`src/rtl/dkc_pkg.sv`:
```
// Shared constants, types and register map of the disk controller DMA bus engine.
// Function
// - A memory cycle without waits lasts four bus clocks, one per state.
// - The FIFO between disk side and bus side holds 32 bytes.
// - A channel's slow-strobe bit inserts one wait between second and third state.
// - Each inserted wait keeps the active read or write strobe asserted one clock longer.
// - Wait request is sampled in the third state; high with enable inserts a wait.
// - During an external wait, high inserts another wait, low advances to fourth state.
// - In tracking mode a pending local transfer interrupts a remote burst.
// - With on-chip DMA unused, a granted local request lets an outside controller read FIFO.
// - Burst either runs a programmed length or continues until the FIFO empties.
// - Addresses are a full 32 bits, covering 4 GBytes.
// - After requesting, local grant is sampled each edge; the burst starts on high.
// - Strobe is asserted from the start of second state to end of third.
// - Grant is sampled at fourth state; low grant releases the bus after the cycle.
// - In a burst's last cycle the request drops at second state start.
package dkc_pkg;

  localparam logic [7:0] ADDR_CTRL   = 8'h00;
  localparam logic [7:0] ADDR_CFG    = 8'h04;
  localparam logic [7:0] ADDR_LADDR  = 8'h08;
  localparam logic [7:0] ADDR_RADDR  = 8'h0c;
  localparam logic [7:0] ADDR_RCOUNT = 8'h10;
  localparam logic [7:0] ADDR_STATUS = 8'h14;

  localparam int FIFO_WORDS = 8;
  localparam int FIFO_WIDTH = 32;
  localparam int LVL_W      = 4;

  localparam int CFG_THR_LSB   = 0;
  localparam int CFG_BURST_LSB = 8;

  localparam logic [7:0]  CTRL_RESET   = 8'h00;
  localparam logic [3:0]  THR_RESET    = 4'h4;
  localparam logic [3:0]  BURST_RESET  = 4'h4;
  localparam logic [31:0] ADDR_STEP    = 32'h0000_0004;

  typedef struct packed {
    logic slave_mode;
    logic until_empty;
    logic tracking;
    logic external_wait_enable;
    logic remote_slow_strobe_bit;
    logic local_slow_strobe_bit;
    logic rem_en;
    logic loc_en;
  } dkc_ctrl_s;

  typedef enum logic [2:0] {
    S_IDLE = 3'b000,
    S_REQ  = 3'b001,
    S_T1   = 3'b010,
    S_T2   = 3'b011,
    S_TWI  = 3'b100,
    S_T3   = 3'b101,
    S_TWE  = 3'b110,
    S_T4   = 3'b111
  } dkc_state_e;

endpackage : dkc_pkg

```
`src/rtl/dkc_dma_bus.sv`:
```
// Bus-side DMA engine: memory cycles, wait states, channel priority and slave FIFO access.
//
// The address map and the APB slave port were left to the implementer.
`timescale 1ns/10ps
`default_nettype none
module dkc_dma_bus
  import dkc_pkg::*;
(
  // Clock and reset
  input  wire logic        pclk,
  input  wire logic        presetn,
  // APB slave
  input  wire logic        psel,
  input  wire logic        penable,
  input  wire logic        pwrite,
  input  wire logic [7:0]  paddr,
  input  wire logic [31:0] pwdata,
  output logic [31:0]      prdata,
  output logic             pready,
  output logic             pslverr,
  // Disk-side word stream into the FIFO
  input  wire logic        disk_valid,
  output logic             disk_ready,
  input  wire logic [31:0] disk_data,
  // Memory bus
  output logic [31:0]      mem_addr,
  output logic [31:0]      mem_wdata,
  input  wire logic [31:0] mem_rdata,
  output logic             mem_ads,
  output logic             mem_rd,
  output logic             mem_wr,
  input  wire logic        external_wait_request,
  // Arbitration
  output logic             local_bus_request,
  input  wire logic        local_bus_grant,
  output logic             remote_bus_request,
  input  wire logic        remote_bus_grant,
  // Remote channel data out
  output logic [31:0]      rem_data,
  output logic             rem_valid,
  // Outside DMA controller access to the FIFO
  input  wire logic        xdma_rd,
  output logic [31:0]      xdma_rdata
);

  dkc_ctrl_s    ctrl_q;
  logic [3:0]   thr_q;
  logic [3:0]   blen_q;
  logic [31:0]  laddr_q;
  logic [31:0]  raddr_q;
  logic [15:0]  rcount_q;
  dkc_state_e   st_q;
  logic         rem_q;
  logic         last_q;
  logic         lrq_q;
  logic         rrq_q;
  logic [3:0]   burst_q;
  logic [31:0]  addr_q;
  logic [31:0]  wdata_q;
  logic [31:0]  rdat_q;
  logic         rval_q;
  logic [31:0]  xdat_q;
  logic [31:0]  prdata_q;
  logic         slverr_q;
  logic [31:0]  fifo_out;
  logic         fifo_vld;
  logic         fifo_pop;
  logic [LVL_W-1:0] lvl;
  logic         lpend;
  logic         rpend;
  logic         slow;
  logic         strobe;
  logic         last_c;
  logic         grant_c;
  logic         xpop;
  logic         wr_acc;
  logic         rd_setup;

  function automatic logic hit(input logic [7:0] a);
    hit = (a == ADDR_CTRL) | (a == ADDR_CFG) | (a == ADDR_LADDR) | (a == ADDR_RADDR)
        | (a == ADDR_RCOUNT) | (a == ADDR_STATUS);
  endfunction : hit

  // The FIFO is 8 words of 32 bits, the full 32-byte buffer.
  dkc_fifo #(.W(FIFO_WIDTH), .D(FIFO_WORDS), .L(LVL_W)) u_fifo (
    .pclk      (pclk),
    .presetn   (presetn),
    .in_valid  (disk_valid),
    .in_ready  (disk_ready),
    .in_data   (disk_data),
    .out_valid (fifo_vld),
    .out_ready (fifo_pop),
    .out_data  (fifo_out),
    .level     (lvl)
  );

  assign lpend   = ctrl_q.loc_en & (lvl >= thr_q) & (thr_q != '0);
  assign rpend   = ctrl_q.rem_en & (rcount_q != '0) & !ctrl_q.slave_mode;
  assign slow    = rem_q ? ctrl_q.remote_slow_strobe_bit : ctrl_q.local_slow_strobe_bit;
  assign grant_c = rem_q ? remote_bus_grant : local_bus_grant;
  assign xpop    = ctrl_q.slave_mode & lrq_q & local_bus_grant & xdma_rd & fifo_vld;
  assign fifo_pop = xpop | (st_q == S_T1 && !rem_q && fifo_vld);
  // A burst ends on the programmed count, or on the last FIFO word or remote count if sooner; until_empty drops the count.
  assign last_c  = (!ctrl_q.until_empty && burst_q == 4'h1)
                 | (rem_q ? (rcount_q == 16'h1) : (lvl == LVL_W'(1)));

  // Strobe covers the second state through the third, including every wait.
  assign strobe  = (st_q == S_T2) | (st_q == S_TWI) | (st_q == S_T3) | (st_q == S_TWE);
  assign mem_rd  = strobe & rem_q;
  assign mem_wr  = strobe & !rem_q;
  assign mem_ads = (st_q == S_T1);
  assign mem_addr  = addr_q;
  assign mem_wdata = wdata_q;
  assign local_bus_request  = lrq_q;
  assign remote_bus_request = rrq_q;
  assign rem_data   = rdat_q;
  assign rem_valid  = rval_q;
  assign xdma_rdata = xdat_q;

  // APB: read data is captured in the setup cycle, so pready can stay high.
  assign wr_acc   = psel & penable & pwrite & hit(paddr);
  assign rd_setup = psel & !penable;
  assign pready   = 1'b1;
  assign prdata   = prdata_q;
  assign pslverr  = slverr_q & psel & penable;

  always_ff @(posedge pclk or negedge presetn) begin
    if (!presetn) begin
      prdata_q <= '0;
      slverr_q <= 1'b0;
    end else if (rd_setup) begin
      slverr_q <= !hit(paddr);
      case (paddr)
        ADDR_CTRL:   prdata_q <= {24'h0, ctrl_q};
        ADDR_CFG:    prdata_q <= {20'h0, blen_q, 4'h0, thr_q};
        ADDR_LADDR:  prdata_q <= laddr_q;
        ADDR_RADDR:  prdata_q <= raddr_q;
        ADDR_RCOUNT: prdata_q <= {16'h0, rcount_q};
        ADDR_STATUS: prdata_q <= {20'h0, 1'b0, st_q, rrq_q, lrq_q, 2'h0, lvl};
        default:     prdata_q <= '0;
      endcase
    end
  end

  always_ff @(posedge pclk or negedge presetn) begin
    if (!presetn) begin
      ctrl_q <= CTRL_RESET;
      thr_q  <= THR_RESET;
      blen_q <= BURST_RESET;
    end else if (wr_acc && paddr == ADDR_CTRL) begin
      ctrl_q <= pwdata[7:0];
    end else if (wr_acc && paddr == ADDR_CFG) begin
      thr_q  <= pwdata[CFG_THR_LSB +: 4];
      blen_q <= pwdata[CFG_BURST_LSB +: 4];
    end
  end

  // Channel addresses are full 32-bit counters, stepped after each cycle.
  always_ff @(posedge pclk or negedge presetn) begin
    if (!presetn) begin
      laddr_q  <= '0;
      raddr_q  <= '0;
      rcount_q <= '0;
    end else begin
      if (wr_acc && paddr == ADDR_LADDR) begin
        laddr_q <= pwdata;
      end else if (st_q == S_T4 && !rem_q) begin
        laddr_q <= laddr_q + ADDR_STEP;
      end
      if (wr_acc && paddr == ADDR_RADDR) begin
        raddr_q <= pwdata;
      end else if (st_q == S_T4 && rem_q) begin
        raddr_q <= raddr_q + ADDR_STEP;
      end
      if (wr_acc && paddr == ADDR_RCOUNT) begin
        rcount_q <= pwdata[15:0];
      end else if (st_q == S_T4 && rem_q && rcount_q != '0) begin
        rcount_q <= rcount_q - 16'h1;
      end
    end
  end

  // Cycle sequencer together with the two bus requests it owns.
  always_ff @(posedge pclk or negedge presetn) begin
    if (!presetn) begin
      st_q    <= S_IDLE;
      rem_q   <= 1'b0;
      last_q  <= 1'b0;
      lrq_q   <= 1'b0;
      rrq_q   <= 1'b0;
      burst_q <= '0;
    end else begin
      case (st_q)
        S_IDLE: begin
          if (ctrl_q.slave_mode) begin
            // The request falls when the FIFO is drained; the grant must outlast it.
            if (!lrq_q && lpend) begin
              lrq_q <= 1'b1;
            end else if (lrq_q && (!fifo_vld || (xpop && lvl == LVL_W'(1)))) begin
              lrq_q <= 1'b0;
            end
          end else if (lpend) begin
            lrq_q   <= 1'b1;
            rem_q   <= 1'b0;
            burst_q <= blen_q;
            st_q    <= S_REQ;
          end else if (rpend) begin
            rrq_q   <= 1'b1;
            rem_q   <= 1'b1;
            burst_q <= blen_q;
            st_q    <= S_REQ;
          end
        end
        S_REQ: begin
          if (grant_c) begin
            st_q <= S_T1;
          end
        end
        S_T1: begin
          last_q <= last_c;
          if (last_c) begin
            lrq_q <= 1'b0;
            rrq_q <= 1'b0;
          end
          st_q <= S_T2;
        end
        S_T2: begin
          st_q <= slow ? S_TWI : S_T3;
        end
        S_TWI: begin
          st_q <= S_T3;
        end
        S_T3: begin
          if (ctrl_q.external_wait_enable && external_wait_request) begin
            st_q <= S_TWE;
          end else begin
            st_q <= S_T4;
          end
        end
        S_TWE: begin
          st_q <= external_wait_request ? S_TWE : S_T4;
        end
        S_T4: begin
          burst_q <= burst_q - 4'h1;
          if (grant_c && !last_q && !(rem_q && ctrl_q.tracking && lpend)) begin
            st_q <= S_T1;
          end else begin
            // The last cycle, a lost grant or, in tracking mode, a local need during a remote burst ends the burst and frees the bus.
            st_q  <= S_IDLE;
            lrq_q <= 1'b0;
            rrq_q <= 1'b0;
          end
        end
        default: st_q <= S_IDLE;
      endcase
    end
  end

  // Address is latched for the whole cycle; write data leave the FIFO in the first state.
  always_ff @(posedge pclk or negedge presetn) begin
    if (!presetn) begin
      addr_q  <= '0;
      wdata_q <= '0;
    end else if (st_q == S_REQ || (st_q == S_T4 && grant_c)) begin
      // The channel counter steps on this same edge, so T4 forms the next address itself.
      addr_q <= (rem_q ? raddr_q : laddr_q) + ((st_q == S_T4) ? ADDR_STEP : 32'h0000_0000);
    end else if (st_q == S_T1) begin
      addr_q <= rem_q ? raddr_q : laddr_q;
      if (!rem_q) begin
        wdata_q <= fifo_out;
      end
    end
  end

  // Remote read data is taken on the edge that leaves the last strobed state.
  always_ff @(posedge pclk or negedge presetn) begin
    if (!presetn) begin
      rdat_q <= '0;
      rval_q <= 1'b0;
      xdat_q <= '0;
    end else begin
      rval_q <= 1'b0;
      if (rem_q && ((st_q == S_T3 && !(ctrl_q.external_wait_enable && external_wait_request))
          || (st_q == S_TWE && !external_wait_request))) begin
        rdat_q <= mem_rdata;
        rval_q <= 1'b1;
      end
      if (xpop) begin
        xdat_q <= fifo_out;
      end
    end
  end

  property p_four_state;
    @(posedge pclk) disable iff (!presetn)
    (st_q == S_T1 && !slow && !ctrl_q.external_wait_enable)
      |=> (st_q == S_T2) ##1 (st_q == S_T3) ##1 (st_q == S_T4);
  endproperty
  a_four_state: assert property (p_four_state) else $error("cycle not four states");

  property p_fifo_size;
    @(posedge pclk) disable iff (!presetn) lvl <= LVL_W'(FIFO_WORDS);
  endproperty
  a_fifo_size: assert property (p_fifo_size) else $error("fifo above 32 bytes");

  property p_slow;
    @(posedge pclk) disable iff (!presetn)
    (st_q == S_T2 && slow) |=> (st_q == S_TWI) ##1 (st_q == S_T3);
  endproperty
  a_slow: assert property (p_slow) else $error("slow strobe wait missing");

  property p_wait_strobe;
    @(posedge pclk) disable iff (!presetn)
    (st_q == S_TWI || st_q == S_TWE) |-> (mem_rd ^ mem_wr);
  endproperty
  a_wait_strobe: assert property (p_wait_strobe) else $error("strobe off in wait");

  property p_ext_wait;
    @(posedge pclk) disable iff (!presetn)
    (st_q == S_T3 && ctrl_q.external_wait_enable && external_wait_request) |=> st_q == S_TWE;
  endproperty
  a_ext_wait: assert property (p_ext_wait) else $error("external wait not taken");

  property p_ext_end;
    @(posedge pclk) disable iff (!presetn)
    (st_q == S_TWE && !external_wait_request) |=> (st_q == S_T4 && !strobe);
  endproperty
  a_ext_end: assert property (p_ext_end) else $error("external wait not ended");

  property p_local_first;
    @(posedge pclk) disable iff (!presetn)
    (st_q == S_T4 && rem_q && ctrl_q.tracking && lpend) |=> (st_q == S_IDLE && !rrq_q);
  endproperty
  a_local_first: assert property (p_local_first) else $error("remote not interrupted");

  property p_grant_wait;
    @(posedge pclk) disable iff (!presetn)
    (st_q == S_REQ && !grant_c) |=> st_q == S_REQ;
  endproperty
  a_grant_wait: assert property (p_grant_wait) else $error("burst began without grant");

  property p_release;
    @(posedge pclk) disable iff (!presetn)
    (st_q == S_T4 && !grant_c) |=> (st_q == S_IDLE && !lrq_q && !rrq_q);
  endproperty
  a_release: assert property (p_release) else $error("bus kept without grant");

  property p_last_drop;
    @(posedge pclk) disable iff (!presetn)
    (st_q == S_T2 && last_q) |-> (!lrq_q && !rrq_q && strobe);
  endproperty
  a_last_drop: assert property (p_last_drop) else $error("request held in last cycle");

  property p_threshold;
    @(posedge pclk) disable iff (!presetn)
    (st_q == S_IDLE && lpend && !ctrl_q.slave_mode) |=> (lrq_q && st_q == S_REQ);
  endproperty
  a_threshold: assert property (p_threshold) else $error("no request at threshold");

  c_slow_cycle: cover property (@(posedge pclk) disable iff (!presetn) st_q == S_TWI);
  c_ext_two:    cover property (@(posedge pclk) disable iff (!presetn)
                  st_q == S_TWE ##1 st_q == S_TWE);
  c_interrupt:  cover property (@(posedge pclk) disable iff (!presetn)
                  st_q == S_T4 && rem_q && ctrl_q.tracking && lpend);
  c_slave_pop:  cover property (@(posedge pclk) disable iff (!presetn) xpop);

endmodule : dkc_dma_bus
`default_nettype wire

```
`src/rtl/dkc_fifo.sv`:
```
// Word FIFO with valid/ready on both sides and a registered storage array.
`timescale 1ns/10ps
`default_nettype none
module dkc_fifo #(
  parameter int W = 32,
  parameter int D = 8,
  parameter int L = 4
) (
  // Clock and reset
  input  wire logic         pclk,
  input  wire logic         presetn,
  // Fill side
  input  wire logic         in_valid,
  output logic              in_ready,
  input  wire logic [W-1:0] in_data,
  // Drain side
  output logic              out_valid,
  input  wire logic         out_ready,
  output logic [W-1:0]      out_data,
  // Fill level in words
  output logic [L-1:0]      level
);
  localparam int AW = $clog2(D);

  logic [W-1:0]  mem_q [D];
  logic [AW-1:0] wp_q;
  logic [AW-1:0] rp_q;
  logic [L-1:0]  cnt_q;
  logic          push;
  logic          pop;

  assign in_ready  = (cnt_q != L'(D));
  assign out_valid = (cnt_q != '0);
  assign push      = in_valid & in_ready;
  assign pop       = out_valid & out_ready;
  assign out_data  = mem_q[rp_q];
  assign level     = cnt_q;

  always_ff @(posedge pclk) begin
    if (push) begin
      mem_q[wp_q] <= in_data;
    end
  end

  always_ff @(posedge pclk or negedge presetn) begin
    if (!presetn) begin
      wp_q  <= '0;
      rp_q  <= '0;
      cnt_q <= '0;
    end else begin
      if (push) begin
        wp_q <= (wp_q == AW'(D - 1)) ? '0 : wp_q + 1'b1;
      end
      if (pop) begin
        rp_q <= (rp_q == AW'(D - 1)) ? '0 : rp_q + 1'b1;
      end
      cnt_q <= cnt_q + L'(push) - L'(pop);
    end
  end
endmodule : dkc_fifo
`default_nettype wire

```
`config.mk`:
```
export PLATFORM = sky130hd
export DESIGN_NAME = dkc_dma_bus
export DESIGN_NICKNAME = d
export VERILOG_FILES = /design/src/rtl/dkc_pkg.sv /design/src/rtl/dkc_dma_bus.sv /design/src/rtl/dkc_fifo.sv
export SDC_FILE = /design/constraint.sdc
export NUM_CORES = 1
export LEC_CHECK = 0
export BUFFER_PORTS_ARGS = -buffer_cell sky130_fd_sc_hd__buf_2
export CORE_MARGIN = 3
export CORE_UTILIZATION = 50
export CTS_BUF_LIST = sky130_fd_sc_hd__clkbuf_16
export DETAILED_ROUTE_END_ITERATION = 12
export PLACE_DENSITY = 0.7
export SYNTH_ARGS = -nofsm -noshare
export SYNTH_HDL_FRONTEND = slang
export SYNTH_SLANG_ARGS = --single-unit
```
`constraint.sdc`:
```
create_clock -name pclk -period 5.4 [get_ports pclk]
set_input_delay 0.54 -clock pclk [delete_from_list [all_inputs] [get_ports pclk]]
set_output_delay 0.54 -clock pclk [all_outputs]
set_load 0.005 [all_outputs]
```
Word level (Yosys, flattened, before mapping)
Memory sizes are Yosys's and may differ from the RTL's. Cells that the tools add are included.

Equal/unequal tests: 27. Add/sub/neg operators: 9. Reductions and logical operators: 56. Bitwise gates (word level): 32. Order comparisons: 1. Multiplexer cells: 44.

Operators by type and width (count): $mux W32 (7); $pmux W32 S6 (1); $add A32 B3 Y32 const B (2); $add A32 B3 Y32 (1); $mux W16 (2); $pmux W3 S8 (1); $logic_and A1 B1 Y1 (23); $mux W3 (7); $mux W1 (19); $and A1 B1 Y1 (18); $eq A3 B3 Y1 const B (6); $eq A16 B1 Y1 const B (1); $eq A8 B4 Y1 const B (2); $eq A8 B5 Y1 const B (2); $reduce_bool A16 Y1 (1); $sub A16 B1 Y16 const B (1); $mux W4 (3); $reduce_and A3 Y1 (4); $reduce_bool A2 Y1 (6); $logic_not A1 Y1 (11); $ne A2 B2 Y1 const B (5); $or A1 B1 Y1 (10); $eq A4 B1 Y1 const B (2); $eq A8 B3 Y1 const B (1); 22 further kinds (33).

Flip-flop bits (word level): 279. Memory bits (writable): 256. Memories kept: 1. Word-level logic and storage cells: 199.

Memories: u_fifo.mem_q (words 8, width 32, read ports 1, clocked after memory_dff 0, wr ports 1, RTL line dkc_fifo.sv:25) `logic [W-1:0] mem_q [D];`.

Logic depth before layout (Yosys ltp)
Depth after elaboration: 11. Mapped depth: 15. Mapped depth without buffers: 11.

Cells and area by module
A second synthesis with hierarchy kept.

Cell total of the unflattened synthesis: 1854. Area, all modules: 24806.3 µm².

Modules (own cells, without submodules): dkc_dma_bus (seq. area each 6734.0 µm², cells each 1428, area an instance 14550.2 µm², times used 1); dkc_fifo (seq. area each 7937.6 µm², cells each 426, area an instance 10256.1 µm², times used 1).

Worst setup path after synthesis
No wires, ideal clock.

Path type: register -> register. From: reg u_fifo.cnt_q[2] (netlist: u_fifo.level[2]). To: mem u_fifo.mem_q[0][0], enable pin. Data arrival time: 3.951 ns. Period minus slack after synthesis: 4.453 ns. Cell stages (with the launch flop): 6. Setup slack: 0.947 ns. Data required time: 4.899 ns. Cells stage by stage: dfrtp_1 inv_1 ha_1 nand3_1 nand2_1 nor4_1.

Longest elaborated chain between the ends: 4.

RTL lines: start: declaration (RTL line dkc_fifo.sv:28) `logic [L-1:0] cnt_q;`; start signal: assignment (RTL line dkc_fifo.sv:57) `cnt_q <= cnt_q + L'(push) - L'(pop);`; $ne A4 B4 Y1 (RTL line dkc_fifo.sv:32) `assign in_ready = (cnt_q != L'(D));`; net disk_ready (RTL line dkc_dma_bus.sv:23) `output logic disk_ready,`; $and A1 B1 Y1 (RTL line dkc_fifo.sv:34) `assign push = in_valid & in_ready;`; $mux W1 (RTL line dkc_fifo.sv:40) `if (push) begin`; $mux W1 (not written as such) (RTL line dkc_fifo.sv:41) `mem_q[wp_q] <= in_data;`; end: declaration (RTL line dkc_fifo.sv:25).

The timed path passes the listed nets, and every way through them passes these cells.

Worst setup path in the final report
From: reg st_q[1]. To: reg u_fifo.cnt_q[3] (netlist: u_fifo.level[3]).

Longest elaborated chain between the ends: 6.

RTL lines: start: declaration (RTL line dkc_dma_bus.sv:52) `dkc_state_e st_q;`; start signal: assignment (RTL line dkc_dma_bus.sv:228) `st_q <= slow ? S_TWI : S_T3;`; start signal: assignment (RTL line dkc_dma_bus.sv:241) `st_q <= external_wait_request ? S_TWE : S_T4;`; $eq A3 B2 Y1 (RTL line dkc_dma_bus.sv:102) `assign fifo_pop = xpop | (st_q == S_T1 && !rem_q && fifo_vld);`; $logic_and A1 B1 Y1 (2 in a row) (RTL line dkc_dma_bus.sv:102); $or A1 B1 Y1 (RTL line dkc_dma_bus.sv:102); $and A1 B1 Y1 (RTL line dkc_fifo.sv:35) `assign pop = out_valid & out_ready;`; net u_fifo.pop (RTL line dkc_fifo.sv:30) `logic pop;`; $sub A4 B1 Y4 (RTL line dkc_fifo.sv:57).

The timed path passes the listed nets, and every way through them passes these cells. A chain may end at the register's enable or synchronous reset.

==> flow_metrics.env <==
export IMPL_status="finished with violations"
export IMPL_violations="negative hold slack"
export IMPL_slowest_delay_ps=650
export IMPL_place_congestion=0.908
export IMPL_h_tree_depth=2
export IMPL_finalHoldViolations=6
export IMPL_cts_resized=0
export IMPL_vias=16117
export IMPL_final_util_pct=59.1
export IMPL_cp_top_family="buffers and inverters"
export IMPL_drtIter0Drc=1262
export IMPL_grt_pass1_wl_um=93500
export IMPL_p_comb_share_pct=29.4
export IMPL_fin_crit_ps=3190
export IMPL_seq_area_frac_synth_pct=62.3
export IMPL_start_util_pct=51.2
export IMPL_cts_hold_buf=0
export IMPL_die_area_mm2=0.0497
export IMPL_clock_power_share_pct=26.1
export IMPL_p_int_w=0.00886
export IMPL_synth_fp_nets=1992
export IMPL_synthFlopType="dfrtp_1"
export IMPL_nets=2245
export IMPL_p_sw_share_pct=34.1
export IMPL_power_total_w=0.0134
export IMPL_ant_nets=0
export IMPL_cts_root_buffer="clkbuf_16"
export IMPL_io_buffers=281
export IMPL_synthesis_yosys_warnings=0
export IMPL_drc=0
export IMPL_end_kind="flop"
export IMPL_synth_area_mm2=0.0235
export IMPL_wl_um=60000
export IMPL_maxCapViolCount=0
export IMPL_syn_inst=1855
export IMPL_path_class="flop to flop"
export IMPL_rsz0062_at_grt="no"
export IMPL_whs_ps=-22.3
export IMPL_placeableCoreArea_mm2=0.0460
export IMPL_power_frac_seq_pct=44.5
export IMPL_dp_hpwl_um=40600
export IMPL_first_pass_iters=6
export IMPL_avgRoutedWirePerCell_um=21.8
export IMPL_final_cell_mix="280 x buf_2, 273 x dfrtp_1, 256 x edfxtp_1, 203 x nand2_1, 184 x nor2_1"
export IMPL_tightest_slew_ps=1140
export IMPL_ys_ff_latch=535
export IMPL_crit_path_start_kind="flop"
export IMPL_hp_class="primary input to asynchronous set/reset pin"
export IMPL_clockBufferDepth=3
export IMPL_ios=283
export IMPL_drive_above_1_share_pct=24.3
export IMPL_rows=78
export IMPL_post_cts_setup_buffer_count=0
export IMPL_final_common_cell="buf_2"
export IMPL_clock_fmax_mhz=314
export IMPL_vias_per_cell=5.85
export IMPL_final_setup_skew_ps=29.0
export IMPL_min_period_over_period_pct=59.0
export IMPL_ir_drop_uv=316
export IMPL_clock_latency_ps=620
export IMPL_critPathArrivalTime_ps=3710
export IMPL_finalSetupViolations=0
export IMPL_syn_avg_cell_area_um2=12.7
export IMPL_power_switching_w=0.00458
export IMPL_cts_made_buffers=54
export IMPL_die_h_um=223
export IMPL_tns_ps=0
export IMPL_grt_pass1_vias=16051
export IMPL_yosysUniqueCellTypes=79
export IMPL_overflow=0
export IMPL_cpMaxStageDelayCell="dfrtp_1"
export IMPL_antenna_found_initial=12
export IMPL_cp_max_fo=65
export IMPL_path_clk_slew_ps=60
export IMPL_dieWidth_um=223
export IMPL_path_cells="nand2_1 -> nor2_4 -> buf_4 -> inv_1 -> a21oi_1 -> ha_1 -> inv_1 -> ha_1 -> a21o_1 -> a21oi_1 -> xor2_1"
export IMPL_area_delta_synth_final_pct=15.5
export IMPL_power_leakage_nw=11.0
export IMPL_slew_headroom_pct=24.0
export IMPL_cts_tree="done"
export IMPL_grt_max_degree=104
export IMPL_track_usage_pct=23.8
export IMPL_cts_sinks=535
export IMPL_required_ps=5930
export IMPL_crit_buf_inv=3
export IMPL_drv_slew=0
export IMPL_async_flop_share_pct=52.1
export IMPL_synth_edf_count=256
export IMPL_power_density_mw_per_mm2=495
worst paths after layout:
check,startpoint,endpoint,slack (ps),cells after the start
worst max-delay path,st_q[1],u_fifo.level[3],2210,11
worst min-delay path,presetn,prdata[8],-20,1
worst max register to register,st_q[1],u_fifo.level[3],2210,11
worst min register to register,rem_data[23],rem_data[23],470,2
max in group asynchronous,presetn,u_fifo.rp_q[0],4030,2
min in group pclk,mem_rdata[13],rem_data[13],100,3
worst reg2reg max path: stages, from the launching register on:
cell     delay [ps]
dfrtp_1         650
nand2_1         230
nor2_4          120
buf_4           570
inv_1            90
a21oi_1         370
ha_1            220
inv_1            70
ha_1            290
a21o_1          170
a21oi_1         170
xor2_1          160
power by group through the flow:
| stage | combinational (W) | sequential (W) | clock, W |
|---|---|---|---|
| finish | 0.00395 | 0.00599 | 0.00351 |
| global placement | 0.00386 | 0.00602 | 0 |
| CTS | 0.00399 | 0.00599 | 0.00359 |
| floorplan | 0.00285 | 0.00567 | 0 |
| detailed placement | 0.00397 | 0.00605 | 0 |
| global route | 0.00437 | 0.00610 | 0.00377 |
through the flow:
| stage | area [um2] | setup slack [ps] | instances |
|---|---|---|---|
| floorplan | 23500 | 947 | 1855 |
| global placement | 25500 | 2390 | 2652 |
| detailed placement | 25500 | 2250 | 2652 |
| CTS | 27200 | 2250 | 2752 |
| global route | 27200 | 1930 | 2754 |
| finish | 27200 | 2210 | 2755 |
area by class of cell:
type | count | area (um2)
fill | 3682 | 18800
sequential | 535 | 14700
multi-input combinational | 1182 | 8350
timing repair buffer | 305 | 1610
clock buffer | 55 | 1380
tap | 600 | 751
clock inverter | 45 | 302
inverter | 30 | 113
antenna | 3 | 7.51
cell usage after synthesis (28+ instances only):
library cell / count / area (um2)
a21oi_1: 159 / 796
nand3_1: 52 / 260
inv_1: 28 / 105
nand2_1: 204 / 766
mux2_2: 40 / 450
clkbuf_1: 66 / 248
xnor2_1: 40 / 350
nor2_1: 190 / 713
mux2i_1: 62 / 621
xor2_1: 44 / 385
o21ai_0: 54 / 270
dfrtp_1: 277 / 6930
edfxtp_1: 256 / 7690
mux4_2: 68 / 1530
registers in the layout, indices dropped and copies added (netlist names), 8 cells and up:
signal and count:
u_fifo.mem_q 256, prdata 32, mem_wdata 32, ctrl_q 8
rem_data 32, xdma_rdata 32, rcount_q 16, raddr_q 32
laddr_q 32, mem_addr 32
kinds of logic (layout without fill, tap and decap cells):
kind of cell             count (synthesis)  count (layout)  share of synthesized area [%]
AO/OA/AOI/OAI                          320             320                           8.29
XOR/XNOR                                84              84                           3.13
adder cells (fa/ha/maj)                 23              23                           1.25
buffers and inverters                  138             435                           2.53
flip-flops                             535             535                           62.3
multiplexers                           170             170                           11.1
other                                    1               4                         0.0159
AND/OR/NAND/NOR                        584             584                           11.4
per-layer routing:
layer	global-route usage [%]	vias up	share of wire (%)
li1	-	7295	-
met1	31.9	8121	41
met2	39.3	549	49
met3	5.14	134	6.8
met4	7.44	18	2.7
met5	0	-	0.19
Power figures use the tool's default switching activity.
